===== src/core/chan_cfg_pkg.sv =====
// Package for the per-channel repeater configuration register set.
//
// How it works
// - Override bit selects register mute over auto.
// - Mute select set mutes output into idle.
// - Detect codes 00/11 fix termination, no probing.
// - Code 01 probes every 12 ms, 50 tries.
// - Code 10 probes every 12 ms until found.
// - Written detect field beats the detect pin.
// - Equalizer level eight bits, reset 0x2F.
// - Swing bit 7 drives short-circuit protection, reset 0xAD.
// - Generation bit: 1 first/second, 0 third.
// - Swing code 000..111 is 0.7..1.4 V.
// - De-emphasis bit 7 reads far-end detected.
// - Bits 6:5 read detected link generation.
// - Generation status meaningful only in automatic mode.
// - De-emphasis code at bits 2:0, reset 010.
// - Idle assert 3:2, de-assert 1:0, reset 00.
// - Written thresholds beat the threshold pin.
// - Force-off bit forces signal detect inactive.
// - Force-on bit forces signal detect active.
// - Registers addressed by byte register number.
package chan_cfg_pkg;

  // ****************************************
  // Register map
  // ****************************************
  localparam logic [7:0] ADDR_IDLE_DETECT = 8'h32;
  localparam logic [7:0] ADDR_EQ_LEVEL    = 8'h33;
  localparam logic [7:0] ADDR_SWING       = 8'h34;
  localparam logic [7:0] ADDR_DEEMPH      = 8'h35;
  localparam logic [7:0] ADDR_IDLE_THRESH = 8'h36;
  localparam logic [7:0] ADDR_RESERVED    = 8'h37;
  localparam logic [7:0] ADDR_SIG_FORCE   = 8'h38;

  localparam logic [7:0] RST_IDLE_DETECT = 8'h00;
  localparam logic [7:0] RST_EQ_LEVEL    = 8'h2F;
  localparam logic [7:0] RST_SWING       = 8'hAD;
  localparam logic [7:0] RST_DEEMPH      = 8'h02;
  localparam logic [7:0] RST_IDLE_THRESH = 8'h00;
  localparam logic [7:0] RST_SIG_FORCE   = 8'h00;

  // ****************************************
  // Field positions
  // ****************************************
  localparam int IDLE_OVR_BIT   = 5;
  localparam int MUTE_SEL_BIT   = 4;
  localparam int DET_MODE_LSB   = 2;
  localparam int SHORT_PROT_BIT = 7;
  localparam int GEN_SEL_BIT    = 6;
  localparam int SWING_LSB      = 0;
  localparam int DETECTED_BIT   = 7;
  localparam int GEN_STAT_LSB   = 5;
  localparam int DEEMPH_LSB     = 0;
  localparam int THR_ASSERT_LSB = 2;
  localparam int THR_DEASSERT_LSB = 0;
  localparam int FORCE_OFF_BIT  = 2;
  localparam int FORCE_ON_BIT   = 1;

  // ****************************************
  // Far-end detect codes and timing
  // ****************************************
  localparam logic [1:0] DET_HIGH_Z    = 2'h0;
  localparam logic [1:0] DET_LIMITED   = 2'h1;
  localparam logic [1:0] DET_UNLIMITED = 2'h2;
  localparam logic [1:0] DET_FIXED_50  = 2'h3;
  localparam int PROBE_PERIOD_MS = 12;
  localparam int CLK_KHZ         = 250000;
  localparam int PROBE_CYCLES    = PROBE_PERIOD_MS * CLK_KHZ;
  localparam int PROBE_TRIES     = 50;

  // Register request from the bus protocol engine or EEPROM loader.
  typedef struct packed {
    logic       wr;
    logic       rd;
    logic [7:0] addr;
    logic [7:0] wdata;
  } reg_req_t;

endpackage


===== src/core/chan_cfg_regs.sv =====
// Channel configuration and status registers of the repeater.
`timescale 1ns/1ns
module chan_cfg_regs #(
  parameter int unsigned PROBE_CYCLES = chan_cfg_pkg::PROBE_CYCLES
) (
  // Clock and reset
  input  wire logic                  clk_i,
  input  wire logic                  rst_i,
  // Register access from the management bus engine
  input  wire chan_cfg_pkg::reg_req_t req_i,
  output logic                       rd_valid_o,
  output logic [7:0]                 rdata_o,
  // Configuration pins
  input  wire logic [1:0]            det_mode_pin_i,
  input  wire logic [3:0]            thresh_pin_i,
  input  wire logic                  mode_pin_auto_i,
  // Analog status
  input  wire logic                  auto_idle_i,
  input  wire logic                  far_end_present_i,
  input  wire logic [1:0]            gen_detected_i,
  input  wire logic                  next_sig_detect_i,
  // Channel controls
  output logic                       out_mute_o,
  output logic                       probe_pulse_o,
  output logic                       term_50ohm_o,
  output logic [7:0]                 eq_boost_o,
  output logic                       short_prot_o,
  output logic                       gen_low_rate_o,
  output logic [2:0]                 swing_level_o,
  output logic [2:0]                 deemph_level_o,
  output logic [1:0]                 thr_assert_o,
  output logic [1:0]                 thr_deassert_o,
  // Next channel signal detect
  output logic                       next_sig_detect_o
);

  // ****************************************
  // Pin synchronisers
  // ****************************************
  logic [1:0] det_pin_meta_ff;
  logic [1:0] det_pin_ff;
  logic [3:0] thr_pin_meta_ff;
  logic [3:0] thr_pin_ff;
  logic       mode_auto_meta_ff;
  logic       mode_auto_ff;
  logic       idle_meta_ff;
  logic       idle_ff;
  logic       present_meta_ff;
  logic       present_ff;
  logic [1:0] gen_meta_ff;
  logic [1:0] gen_ff;
  logic       sd_meta_ff;
  logic       sd_ff;

  always_ff @(posedge clk_i) begin
    if (rst_i) begin
      det_pin_meta_ff   <= 2'h0;
      det_pin_ff        <= 2'h0;
      thr_pin_meta_ff   <= 4'h0;
      thr_pin_ff        <= 4'h0;
      mode_auto_meta_ff <= 1'b0;
      mode_auto_ff      <= 1'b0;
      idle_meta_ff      <= 1'b0;
      idle_ff           <= 1'b0;
      present_meta_ff   <= 1'b0;
      present_ff        <= 1'b0;
      gen_meta_ff       <= 2'h0;
      gen_ff            <= 2'h0;
      sd_meta_ff        <= 1'b0;
      sd_ff             <= 1'b0;
    end else begin
      det_pin_meta_ff   <= det_mode_pin_i;
      det_pin_ff        <= det_pin_meta_ff;
      thr_pin_meta_ff   <= thresh_pin_i;
      thr_pin_ff        <= thr_pin_meta_ff;
      mode_auto_meta_ff <= mode_pin_auto_i;
      mode_auto_ff      <= mode_auto_meta_ff;
      idle_meta_ff      <= auto_idle_i;
      idle_ff           <= idle_meta_ff;
      present_meta_ff   <= far_end_present_i;
      present_ff        <= present_meta_ff;
      gen_meta_ff       <= gen_detected_i;
      gen_ff            <= gen_meta_ff;
      sd_meta_ff        <= next_sig_detect_i;
      sd_ff             <= sd_meta_ff;
    end
  end

  // ****************************************
  // Writable registers
  // ****************************************
  logic [7:0] idle_detect_ff;
  logic [7:0] eq_level_ff;
  logic [7:0] swing_ff;
  logic [2:0] deemph_ff;
  logic [3:0] thresh_ff;
  logic [2:0] sig_force_ff;
  logic       det_written_ff;
  logic       thr_written_ff;

  // Reserved bits are not stored and read back as zero, except swing bits 5:3, which are stored as written.
  // Configuration loads from the EEPROM arrive on this same write port.
  always_ff @(posedge clk_i) begin
    if (rst_i) begin
      idle_detect_ff <= chan_cfg_pkg::RST_IDLE_DETECT;
      eq_level_ff    <= chan_cfg_pkg::RST_EQ_LEVEL;
      swing_ff       <= chan_cfg_pkg::RST_SWING;
      deemph_ff      <= chan_cfg_pkg::RST_DEEMPH[2:0];
      thresh_ff      <= chan_cfg_pkg::RST_IDLE_THRESH[3:0];
      sig_force_ff   <= chan_cfg_pkg::RST_SIG_FORCE[2:0];
    end else if (req_i.wr) begin
      unique case (req_i.addr)
        chan_cfg_pkg::ADDR_IDLE_DETECT:
          idle_detect_ff <= {2'h0, req_i.wdata[5:2], 2'h0};
        chan_cfg_pkg::ADDR_EQ_LEVEL:
          eq_level_ff <= req_i.wdata;
        chan_cfg_pkg::ADDR_SWING:
          swing_ff <= req_i.wdata;
        chan_cfg_pkg::ADDR_DEEMPH:
          deemph_ff <= req_i.wdata[2:0];
        chan_cfg_pkg::ADDR_IDLE_THRESH:
          thresh_ff <= req_i.wdata[3:0];
        chan_cfg_pkg::ADDR_SIG_FORCE:
          sig_force_ff <= {req_i.wdata[2:1], 1'b0};
        default: begin
        end
      endcase
    end
  end

  // A field follows its pin until software first writes its register.
  always_ff @(posedge clk_i) begin
    if (rst_i) begin
      det_written_ff <= 1'b0;
      thr_written_ff <= 1'b0;
    end else if (req_i.wr) begin
      if (req_i.addr == chan_cfg_pkg::ADDR_IDLE_DETECT) begin
        det_written_ff <= 1'b1;
      end
      if (req_i.addr == chan_cfg_pkg::ADDR_IDLE_THRESH) begin
        thr_written_ff <= 1'b1;
      end
    end
  end

  // ****************************************
  // Effective settings
  // ****************************************
  // The register wins for good once written, so a pin that moves later
  // cannot pull a field back to its strapped value.
  logic [1:0] nxt_det_mode;
  logic [3:0] nxt_thresh;

  always_comb begin
    nxt_det_mode = det_pin_ff;
    if (det_written_ff) begin
      nxt_det_mode = idle_detect_ff[chan_cfg_pkg::DET_MODE_LSB +: 2];
    end
    nxt_thresh = thr_pin_ff;
    if (thr_written_ff) begin
      nxt_thresh = thresh_ff;
    end
  end

  always_ff @(posedge clk_i) begin
    if (rst_i) begin
      out_mute_o     <= 1'b0;
      eq_boost_o     <= chan_cfg_pkg::RST_EQ_LEVEL;
      short_prot_o   <= chan_cfg_pkg::RST_SWING[chan_cfg_pkg::SHORT_PROT_BIT];
      gen_low_rate_o <= chan_cfg_pkg::RST_SWING[chan_cfg_pkg::GEN_SEL_BIT];
      swing_level_o  <= chan_cfg_pkg::RST_SWING[2:0];
      deemph_level_o <= chan_cfg_pkg::RST_DEEMPH[2:0];
      thr_assert_o   <= 2'h0;
      thr_deassert_o <= 2'h0;
    end else begin
      if (idle_detect_ff[chan_cfg_pkg::IDLE_OVR_BIT]) begin
        out_mute_o <= idle_detect_ff[chan_cfg_pkg::MUTE_SEL_BIT];
      end else begin
        out_mute_o <= idle_ff;
      end
      eq_boost_o     <= eq_level_ff;
      short_prot_o   <= swing_ff[chan_cfg_pkg::SHORT_PROT_BIT];
      gen_low_rate_o <= swing_ff[chan_cfg_pkg::GEN_SEL_BIT];
      swing_level_o  <= swing_ff[chan_cfg_pkg::SWING_LSB +: 3];
      deemph_level_o <= deemph_ff;
      thr_assert_o   <=
        nxt_thresh[chan_cfg_pkg::THR_ASSERT_LSB +: 2];
      thr_deassert_o <=
        nxt_thresh[chan_cfg_pkg::THR_DEASSERT_LSB +: 2];
    end
  end

  // ****************************************
  // Far-end receiver detection
  // ****************************************
  typedef enum logic [1:0] {
    DET_OFF,
    DET_PROBING,
    DET_FOUND,
    DET_GAVE_UP
  } det_state_t;

  det_state_t det_state_ff;
  logic [1:0] det_mode_ff;
  logic [21:0] probe_cnt_ff;
  logic [5:0]  tries_ff;
  logic        probe_wait_ff;

  localparam logic [21:0] PROBE_LAST = 22'(PROBE_CYCLES - 1);
  localparam logic [5:0]  TRIES_MAX  = 6'(chan_cfg_pkg::PROBE_TRIES);

  // The probe result is sampled one cycle after each pulse, which gives
  // the analog detector its response time without an extra handshake.
  always_ff @(posedge clk_i) begin
    if (rst_i) begin
      det_state_ff  <= DET_OFF;
      det_mode_ff   <= chan_cfg_pkg::DET_HIGH_Z;
      probe_cnt_ff  <= 22'h0;
      tries_ff      <= 6'h0;
      probe_wait_ff <= 1'b0;
      probe_pulse_o <= 1'b0;
    end else begin
      det_mode_ff   <= nxt_det_mode;
      probe_pulse_o <= 1'b0;
      probe_wait_ff <= 1'b0;
      if (nxt_det_mode != det_mode_ff) begin
        probe_cnt_ff <= 22'h0;
        tries_ff     <= 6'h0;
        if (nxt_det_mode == chan_cfg_pkg::DET_LIMITED ||
            nxt_det_mode == chan_cfg_pkg::DET_UNLIMITED) begin
          det_state_ff <= DET_PROBING;
        end else begin
          det_state_ff <= DET_OFF;
        end
      end else begin
        unique case (det_state_ff)
          DET_PROBING: begin
            if (probe_wait_ff && present_ff) begin
              det_state_ff <= DET_FOUND;
            end else if (probe_wait_ff && det_mode_ff ==
                         chan_cfg_pkg::DET_LIMITED &&
                         tries_ff == TRIES_MAX) begin
              det_state_ff <= DET_GAVE_UP;
            end else if (probe_cnt_ff == PROBE_LAST) begin
              probe_cnt_ff  <= 22'h0;
              probe_pulse_o <= 1'b1;
              probe_wait_ff <= 1'b1;
              if (tries_ff != TRIES_MAX) begin
                tries_ff <= tries_ff + 6'h1;
              end
            end else begin
              probe_cnt_ff <= probe_cnt_ff + 22'h1;
            end
          end
          DET_OFF,
          DET_FOUND,
          DET_GAVE_UP: begin
            probe_cnt_ff <= 22'h0;
          end
        endcase
      end
    end
  end

  always_ff @(posedge clk_i) begin
    if (rst_i) begin
      term_50ohm_o <= 1'b0;
    end else begin
      term_50ohm_o <= (det_mode_ff == chan_cfg_pkg::DET_FIXED_50) ||
                      (det_state_ff == DET_FOUND);
    end
  end

  // ****************************************
  // Status capture
  // ****************************************
  logic       detected_ff;
  logic [1:0] gen_status_ff;

  // Generation status only tracks in automatic mode; outside it the
  // value left over carries no meaning.
  always_ff @(posedge clk_i) begin
    if (rst_i) begin
      detected_ff   <= 1'b0;
      gen_status_ff <= 2'h0;
    end else begin
      detected_ff <= (det_state_ff == DET_FOUND);
      if (mode_auto_ff) begin
        gen_status_ff <= gen_ff;
      end
    end
  end

  // ****************************************
  // Next channel signal detect
  // ****************************************
  // Force-off is tested first, so setting both force bits keeps the
  // next channel's signal detect inactive.
  always_ff @(posedge clk_i) begin
    if (rst_i) begin
      next_sig_detect_o <= 1'b0;
    end else if (sig_force_ff[chan_cfg_pkg::FORCE_OFF_BIT]) begin
      next_sig_detect_o <= 1'b0;
    end else if (sig_force_ff[chan_cfg_pkg::FORCE_ON_BIT]) begin
      next_sig_detect_o <= 1'b1;
    end else begin
      next_sig_detect_o <= sd_ff;
    end
  end

  // ****************************************
  // Read path
  // ****************************************
  // Read data is taken from the registers before a write in the same
  // cycle lands, so a simultaneous write and read returns the old value.
  logic [7:0] nxt_rdata;

  always_comb begin
    nxt_rdata = 8'h00;
    unique case (req_i.addr)
      chan_cfg_pkg::ADDR_IDLE_DETECT: nxt_rdata = idle_detect_ff;
      chan_cfg_pkg::ADDR_EQ_LEVEL:    nxt_rdata = eq_level_ff;
      chan_cfg_pkg::ADDR_SWING:       nxt_rdata = swing_ff;
      chan_cfg_pkg::ADDR_DEEMPH:
        nxt_rdata = {detected_ff, gen_status_ff, 2'h0, deemph_ff};
      chan_cfg_pkg::ADDR_IDLE_THRESH: nxt_rdata = {4'h0, thresh_ff};
      chan_cfg_pkg::ADDR_SIG_FORCE:   nxt_rdata = {5'h00, sig_force_ff};
      default:                        nxt_rdata = 8'h00;
    endcase
  end

  always_ff @(posedge clk_i) begin
    if (rst_i) begin
      rd_valid_o <= 1'b0;
      rdata_o    <= 8'h00;
    end else begin
      rd_valid_o <= req_i.rd;
      if (req_i.rd) begin
        rdata_o <= nxt_rdata;
      end
    end
  end

endmodule


===== config.mk =====
export PLATFORM = sky130hd
export DESIGN_NAME = chan_cfg_regs
export DESIGN_NICKNAME = d
export VERILOG_FILES = /design/src/core/chan_cfg_pkg.sv /design/src/core/chan_cfg_regs.sv
export SDC_FILE = /design/constraint.sdc
export NUM_CORES = 1
export LEC_CHECK = 0
export BUFFER_PORTS_ARGS = -buffer_cell sky130_fd_sc_hd__buf_2
export CELL_PAD_IN_SITES_DETAIL_PLACEMENT = 2
export CELL_PAD_IN_SITES_GLOBAL_PLACEMENT = 2
export CORE_UTILIZATION = 35
export DETAILED_ROUTE_END_ITERATION = 8
export PLACE_DENSITY = 0.78
export REMOVE_ABC_BUFFERS = 1
export SETUP_SLACK_MARGIN = 0.05
export SKIP_CTS_REPAIR_TIMING = 1
export SYNTH_ARGS = -nofsm -noshare
export SYNTH_HDL_FRONTEND = slang
export SYNTH_SLANG_ARGS = --single-unit

===== constraint.sdc =====
create_clock -name clk_i -period 2.9 [get_ports clk_i]
set_input_delay 0.435 -clock clk_i [delete_from_list [all_inputs] [get_ports clk_i]]
set_output_delay 0.435 -clock clk_i [all_outputs]
set_load 0.05 [all_outputs]

======== Yosys cells after proc, flatten, opt, wreduce, memory -nomap -nowiden ========
Cells that the tools add are included.
operators by class
  add/sub/neg operators ................... 2
  equal/unequal tests ..................... 19
  multiplexer cells ....................... 15
  bitwise gates (word level) .............. 3
  reduce and logical (&&, ||, !) cells .... 21
operator list
  operator                                        number
  two-way mux 22 bit                              3
  == test 8 x 6 -> 1 bit (second input constant)  6
  one-hot mux 8 bit (6 select lines)              1
  one-hot mux 22 bit (2 select lines)             1
  adder 22 x 1 -> 22 bit (second input constant)  1
  == test 22 bit (second input constant)          1
  AND reduction 2 bit                             8
  two-way mux 2 bit                               5
  == test 2 bit (second input constant)           4
  adder 6 x 1 -> 6 bit (second input constant)    1
  == test 2 x 1 -> 1 bit (second input constant)  3
  == test 6 bit (second input constant)           1
  inequality test 6 bit (second input constant)   1
  AND reduction 5 bit                             1
  OR reduction 5 bit                              1
  two-way mux 1 bit                               4
  two-way mux 4 bit                               1
  inequality test 2 bit (second input constant)   2
  OR reduction 2 bit                              2
  logical AND 1 bit                               3
  NOT 1 bit                                       3
  nonzero test 3 bit                              1
  OR reduction 3 bit                              1
  zero test 2 bit                                 1
  3 further kinds                                 4
storage, ports and cells
  register bits after elaboration ......... 123
  input bits .............................. 32
  output and inout bits ................... 33
  logic and storage cells ................. 101

======== Logic depth before layout (Yosys ltp) ========
  depth after elaboration ................. 7
  gate-level depth with buffers ........... 8
  depth with buffers taken out ............ 7

======== Least setup slack after synthesis ========
OpenSTA, ideal clock, no wires.
  path kind ............................... register -> register
  start point ............................. register probe_cnt_ff[6]
  end point ............................... register tries_ff[2]
  library setup time ...................... 0.123 ns
  data arrival time ....................... 1.958 ns
  required time ........................... 2.777 ns
  path slack .............................. 0.818 ns
  cell stages (with the launch flop) ...... 7
  cell sequence ........................... dfxtp_1 -> or4b_1 -> or4_1 -> buf_2 -> nor3_2 -> nand3_1 -> mux2_1
between the ends
  cells in the longest elaborated chain, start to end .. 2
ends and longest elaborated chain
  element                        line                  RTL
  from (decl)                    chan_cfg_regs.sv:205  logic [21:0] probe_cnt_ff;
  from (signal assigned)         chan_cfg_regs.sv:252  probe_cnt_ff <= probe_cnt_ff + 22'h1;
  == test 22 bit                 chan_cfg_regs.sv:244  end else if (probe_cnt_ff == PROBE_LAST) begin
  AND reduction 5 bit (no line)  -
  to (signal assigned)           chan_cfg_regs.sv:249  tries_ff <= tries_ff + 6'h1;
  to (decl)                      chan_cfg_regs.sv:206  logic [5:0] tries_ff;
No other way between the ends.
A chain may end at the register's enable or synchronous reset.

======== Worst setup path in the final report ========
  start point ............................. register probe_cnt_ff[6]
  end point ............................... register probe_cnt_ff[18]
between the ends
  cells in the longest elaborated chain, start to end .. 5
ends and longest elaborated chain
  element                                                   line                                        RTL
  adder 22 x 1 -> 22 bit or == test 22 bit (tied branches)  chan_cfg_regs.sv:252, chan_cfg_regs.sv:244
  two-way mux 22 bit *                                      chan_cfg_regs.sv:244
  two-way mux 22 bit *                                      chan_cfg_regs.sv:240                        end else if (probe_wait_ff && det_mode_ff ==
  two-way mux 22 bit *                                      chan_cfg_regs.sv:238                        if (probe_wait_ff && present_ff) begin
  one-hot mux 22 bit (2 select lines) *                     chan_cfg_regs.sv:236                        unique case (det_state_ff)
Mark *: on every way between the ends. The rest lies on a longest branch, timed or not. The select of a mux whose other input is x is not followed.

==> results.py <==
metrics = {
    "timing": {
        "fmaxAchievable_mhz": 412,
        "post-route-min-period_ps": 2430,
        "fin_crit_sh": 0.837,
        "finalSetupTns_ps": 0,
        "rsz0062_at_grt": "no",
        "hold_viol_final": 0,
        "slew_headroom": 0.474,
        "maxSlewViolCount": 0,
        "finalSetupViolations": 0,
        "worstMarginPinSlew_ps": 788,
        "skew_ps": 8.92,
    },
    "global_route": {
        "antenna_found_initial": 0,
        "grt_start_max_net_pins": 49,
        "gr-usage-met2": 0.378,
        "grt_pass1_vias": 4551,
        "use_met3": 0.0570,
        "grt_overflow": 0,
        "grtUsageTotal": 0.211,
        "grt_use_met1": 0.239,
        "gr-max-usage-layer": "met2",
        "grt_pass1_wl_mm": 23.1,
    },
    "clock_tree": {
        "cts_buffer_depth": 2,
        "cts_buffers": 17,
        "clk-insertion-delay-late_ps": 420,
        "clk_pin_slew_worst_paths_ps": 60,
        "tritoncts": "done",
        "clock_sinks": 123,
        "htree_levels": 4,
        "clockRootBuffer": "clkbuf_16",
    },
    "detailed_routing": {
        "drtPass1Iterations": 4,
        "wl_per_cell_microns": 18.0,
        "num_vias": 4056,
        "initialDrtViolationCount": 216,
        "viasPerCell": 5.27,
        "drc": 0,
        "ant_nets": 0,
        "wl_mm": 13.9,
    },
    "final_layout": {
        "area_growth_pct": 21.9,
        "n_fill_cell": 1471,
        "multi_input_area_sq_um": 2250,
        "antenna_cells": 0,
        "layout_commonest_cell": "dfxtp_1",
        "drive_gt1_frac": 0.221,
        "final_nets": 616,
        "final_cell_mix": "dfxtp_1 (123), buf_2 (64), nand2_1 (58)",
        "fin_cells": 770,
        "regArea_sq_um": 2460,
    },
    "synth": {
        "synthAdderAreaFrac": 0.00776,
        "ys.flop_type": "dfxtp_1",
        "synth_edf_count": 0,
        "netlist-cell-type-count": 55,
        "synthXorXnorAreaFrac": 0.0290,
        "synth_area_leaders": "dfxtp_1 (51%), nand2_1 (4.5%), nor2b_1 (4.4%), mux2i_1 (3.5%), nor2_1 (3.2%)",
        "yosys.area_share.simple": 0.267,
        "syn_inst": 518,
        "yosysSeqAreaShare": 0.509,
        "synth_seq_cells": 123,
        "synth_compound_area_frac": 0.120,
        "yosysTopAreaCellShare": 0.509,
        "synth_top_cell_by_area": "dfxtp_1",
        "syn_area_sq_um": 4840,
        "ys_warn_count": 0,
        "postSynthAreaPerCell_sq_um": 9.34,
        "synthMuxAreaShare": 0.0398,
        "synth_top_family_by_area": "simple AND/OR/NAND/NOR gates",
        "synthArstFlopShare": 0,
    },
    "placement": {
        "port_buffers": 64,
        "post-dp-hpwl_mm": 9.55,
        "place_congestion": 0.788,
        "dp.cells": 738,
    },
    "critical_path": {
        "slowest_stage": "or4_1",
        "cp.buffers_inverters": 1,
        "critPathLaunchType": "register",
        "crit_type": "reg2reg",
        "worstPathArrival_ps": 2720,
        "max_stage_delay_ps": 570,
        "critical_path_required_ps": 3200,
        "critical-path-top-delay-family": "simple AND/OR/NAND/NOR gates",
        "worst-path-max-fanout": 12,
        "crit_chain": "or4b_1 -> or4_1 -> nor2_1 -> a211o_1 -> buf_4 -> a21oi_1",
        "crit_path_end_kind": "register",
    },
    "pwr": {
        "vdd_drop_max_mv": 0.360,
        "intPower_w": 0.00296,
        "p_leak_nw": 2.22,
        "switching_power_w": 0.000950,
        "p_per_area_nw_per_um2": 662,
        "pwr-share-comb": 0.042,
        "p_clk_frac": 0.517,
        "pwr-share-seq": 0.441,
        "switching_share": 0.243,
    },
    "floorplan": {
        "start_util": 0.363,
        "die_area_sq_um": 14300,
        "rows": 42,
        "die_w_microns": 120,
        "fp.dieH_microns": 120,
        "io_pins": 65,
        "core_sq_um": 13300,
    },
    "job": {
        "cap_viol_max_count": 0,
    },
    "min_path": {
        "min_path_type": "in2reg",
    },
    "outcome": {
        "status": "completed",
    },
}
metal layers:
layer  vias up  routed length (microns)
li1       1934                        -
met1      2025                     5980
met2        79                     7250
met3        18                      458
met4         0                      195
met5         -                        0
layout make-up:
class,instances,area share
well taps,176,0.0373
multi-input cells,362,0.381
clock inverters,15,0.0237
repair buffers,74,0.0670
flip-flops and latches,123,0.417
clock buffers,17,0.0721
inverters,3,0.00191
logic make-up after synthesis:
| logic type | count (synthesis) |
|---|---|
| xor gates and xnor gates | 16 |
| buffers and inverters | 33 |
| DFF | 123 |
| AOI/OAI and AO/OA | 87 |
| and+or+nand+nor | 237 |
| adders and majority gates | 3 |
| muxes | 19 |
flip-flops by register name, indices dropped and copies added (netlist names), 3 cells and up:
| register | count |
|---|---|
| deemph_ff | 3 |
| deemph_level_o | 3 |
| eq_boost_o | 8 |
| eq_level_ff | 8 |
| idle_detect_ff | 4 |
| probe_cnt_ff | 22 |
| rdata_o | 8 |
| swing_ff | 8 |
| swing_level_o | 3 |
| thr_pin_ff | 4 |
| thr_pin_meta_ff | 4 |
| thresh_ff | 4 |
| tries_ff | 6 |
synth_stat cells, types with 2 or more instances:
cell type and n:
or3_1 8, nand3_1 21, nor2_2 3, mux2i_1 17, nand2_1 58, nor3_1 4
and2_1 3, and3_1 13, nand2b_1 4, or4bb_1 2, nand3b_1 7, xnor2_1 6
nor4b_2 3, o21ai_0 18, o21a_1 2, nand4_1 4, nor4_1 7, a211o_1 7
o2111ai_1 6, and3_2 2, and3b_1 2, or2_2 9, o31ai_1 2, a221o_1 2
a311oi_1 2, a22oi_1 6, nor2_1 41, inv_1 3, a21oi_1 27, nor2b_1 34
dfxtp_1 123, or4_1 2, o211ai_1 3, buf_2 5, xor2_1 10, a22o_1 6
nor3b_1 3, clkbuf_1 24, ha_1 3
worst paths after layout:
path / slack (ps) / cells after the start / end / start
worst max-delay path: 470 / 6 / probe_cnt_ff[18] / probe_cnt_ff[6]
worst min-delay path: 220 / 2 / thr_pin_meta_ff[3] / thresh_pin_i[3]
worst max register to register: 470 / 6 / probe_cnt_ff[18] / probe_cnt_ff[6]
worst min register to register: 440 / 1 / det_pin_ff[0] / det_pin_meta_ff[0]
metrics by stage:
| stage | power, W | cell area, sq um | setup WS, ps | utilization | hold slack, ps |
|---|---|---|---|---|---|
| after floorplan | 0.00183 | 4710 | 86.2 | - | 414 |
| after global placement | 0.00192 | 5340 | 559 | 0.400 | 415 |
| after detailed placement | 0.00192 | 5340 | 479 | 0.400 | 427 |
| after CTS | 0.00396 | 5900 | 471 | 0.442 | 207 |
| after global routing | 0.00405 | 5900 | 329 | 0.442 | 211 |
| final | 0.00391 | 5900 | 472 | 0.442 | 222 |
power groups by stage:
stage / clock network, W / logic, W / registers (W)
floorplan: 0 / 0.0000583 / 0.00177
global placement: 0 / 0.000156 / 0.00176
detailed placement: 0 / 0.000163 / 0.00176
CTS: 0.00207 / 0.000165 / 0.00173
global route: 0.00215 / 0.000179 / 0.00173
finish: 0.00202 / 0.000163 / 0.00173
No activity file was read; power rests on OpenSTA's default activity.
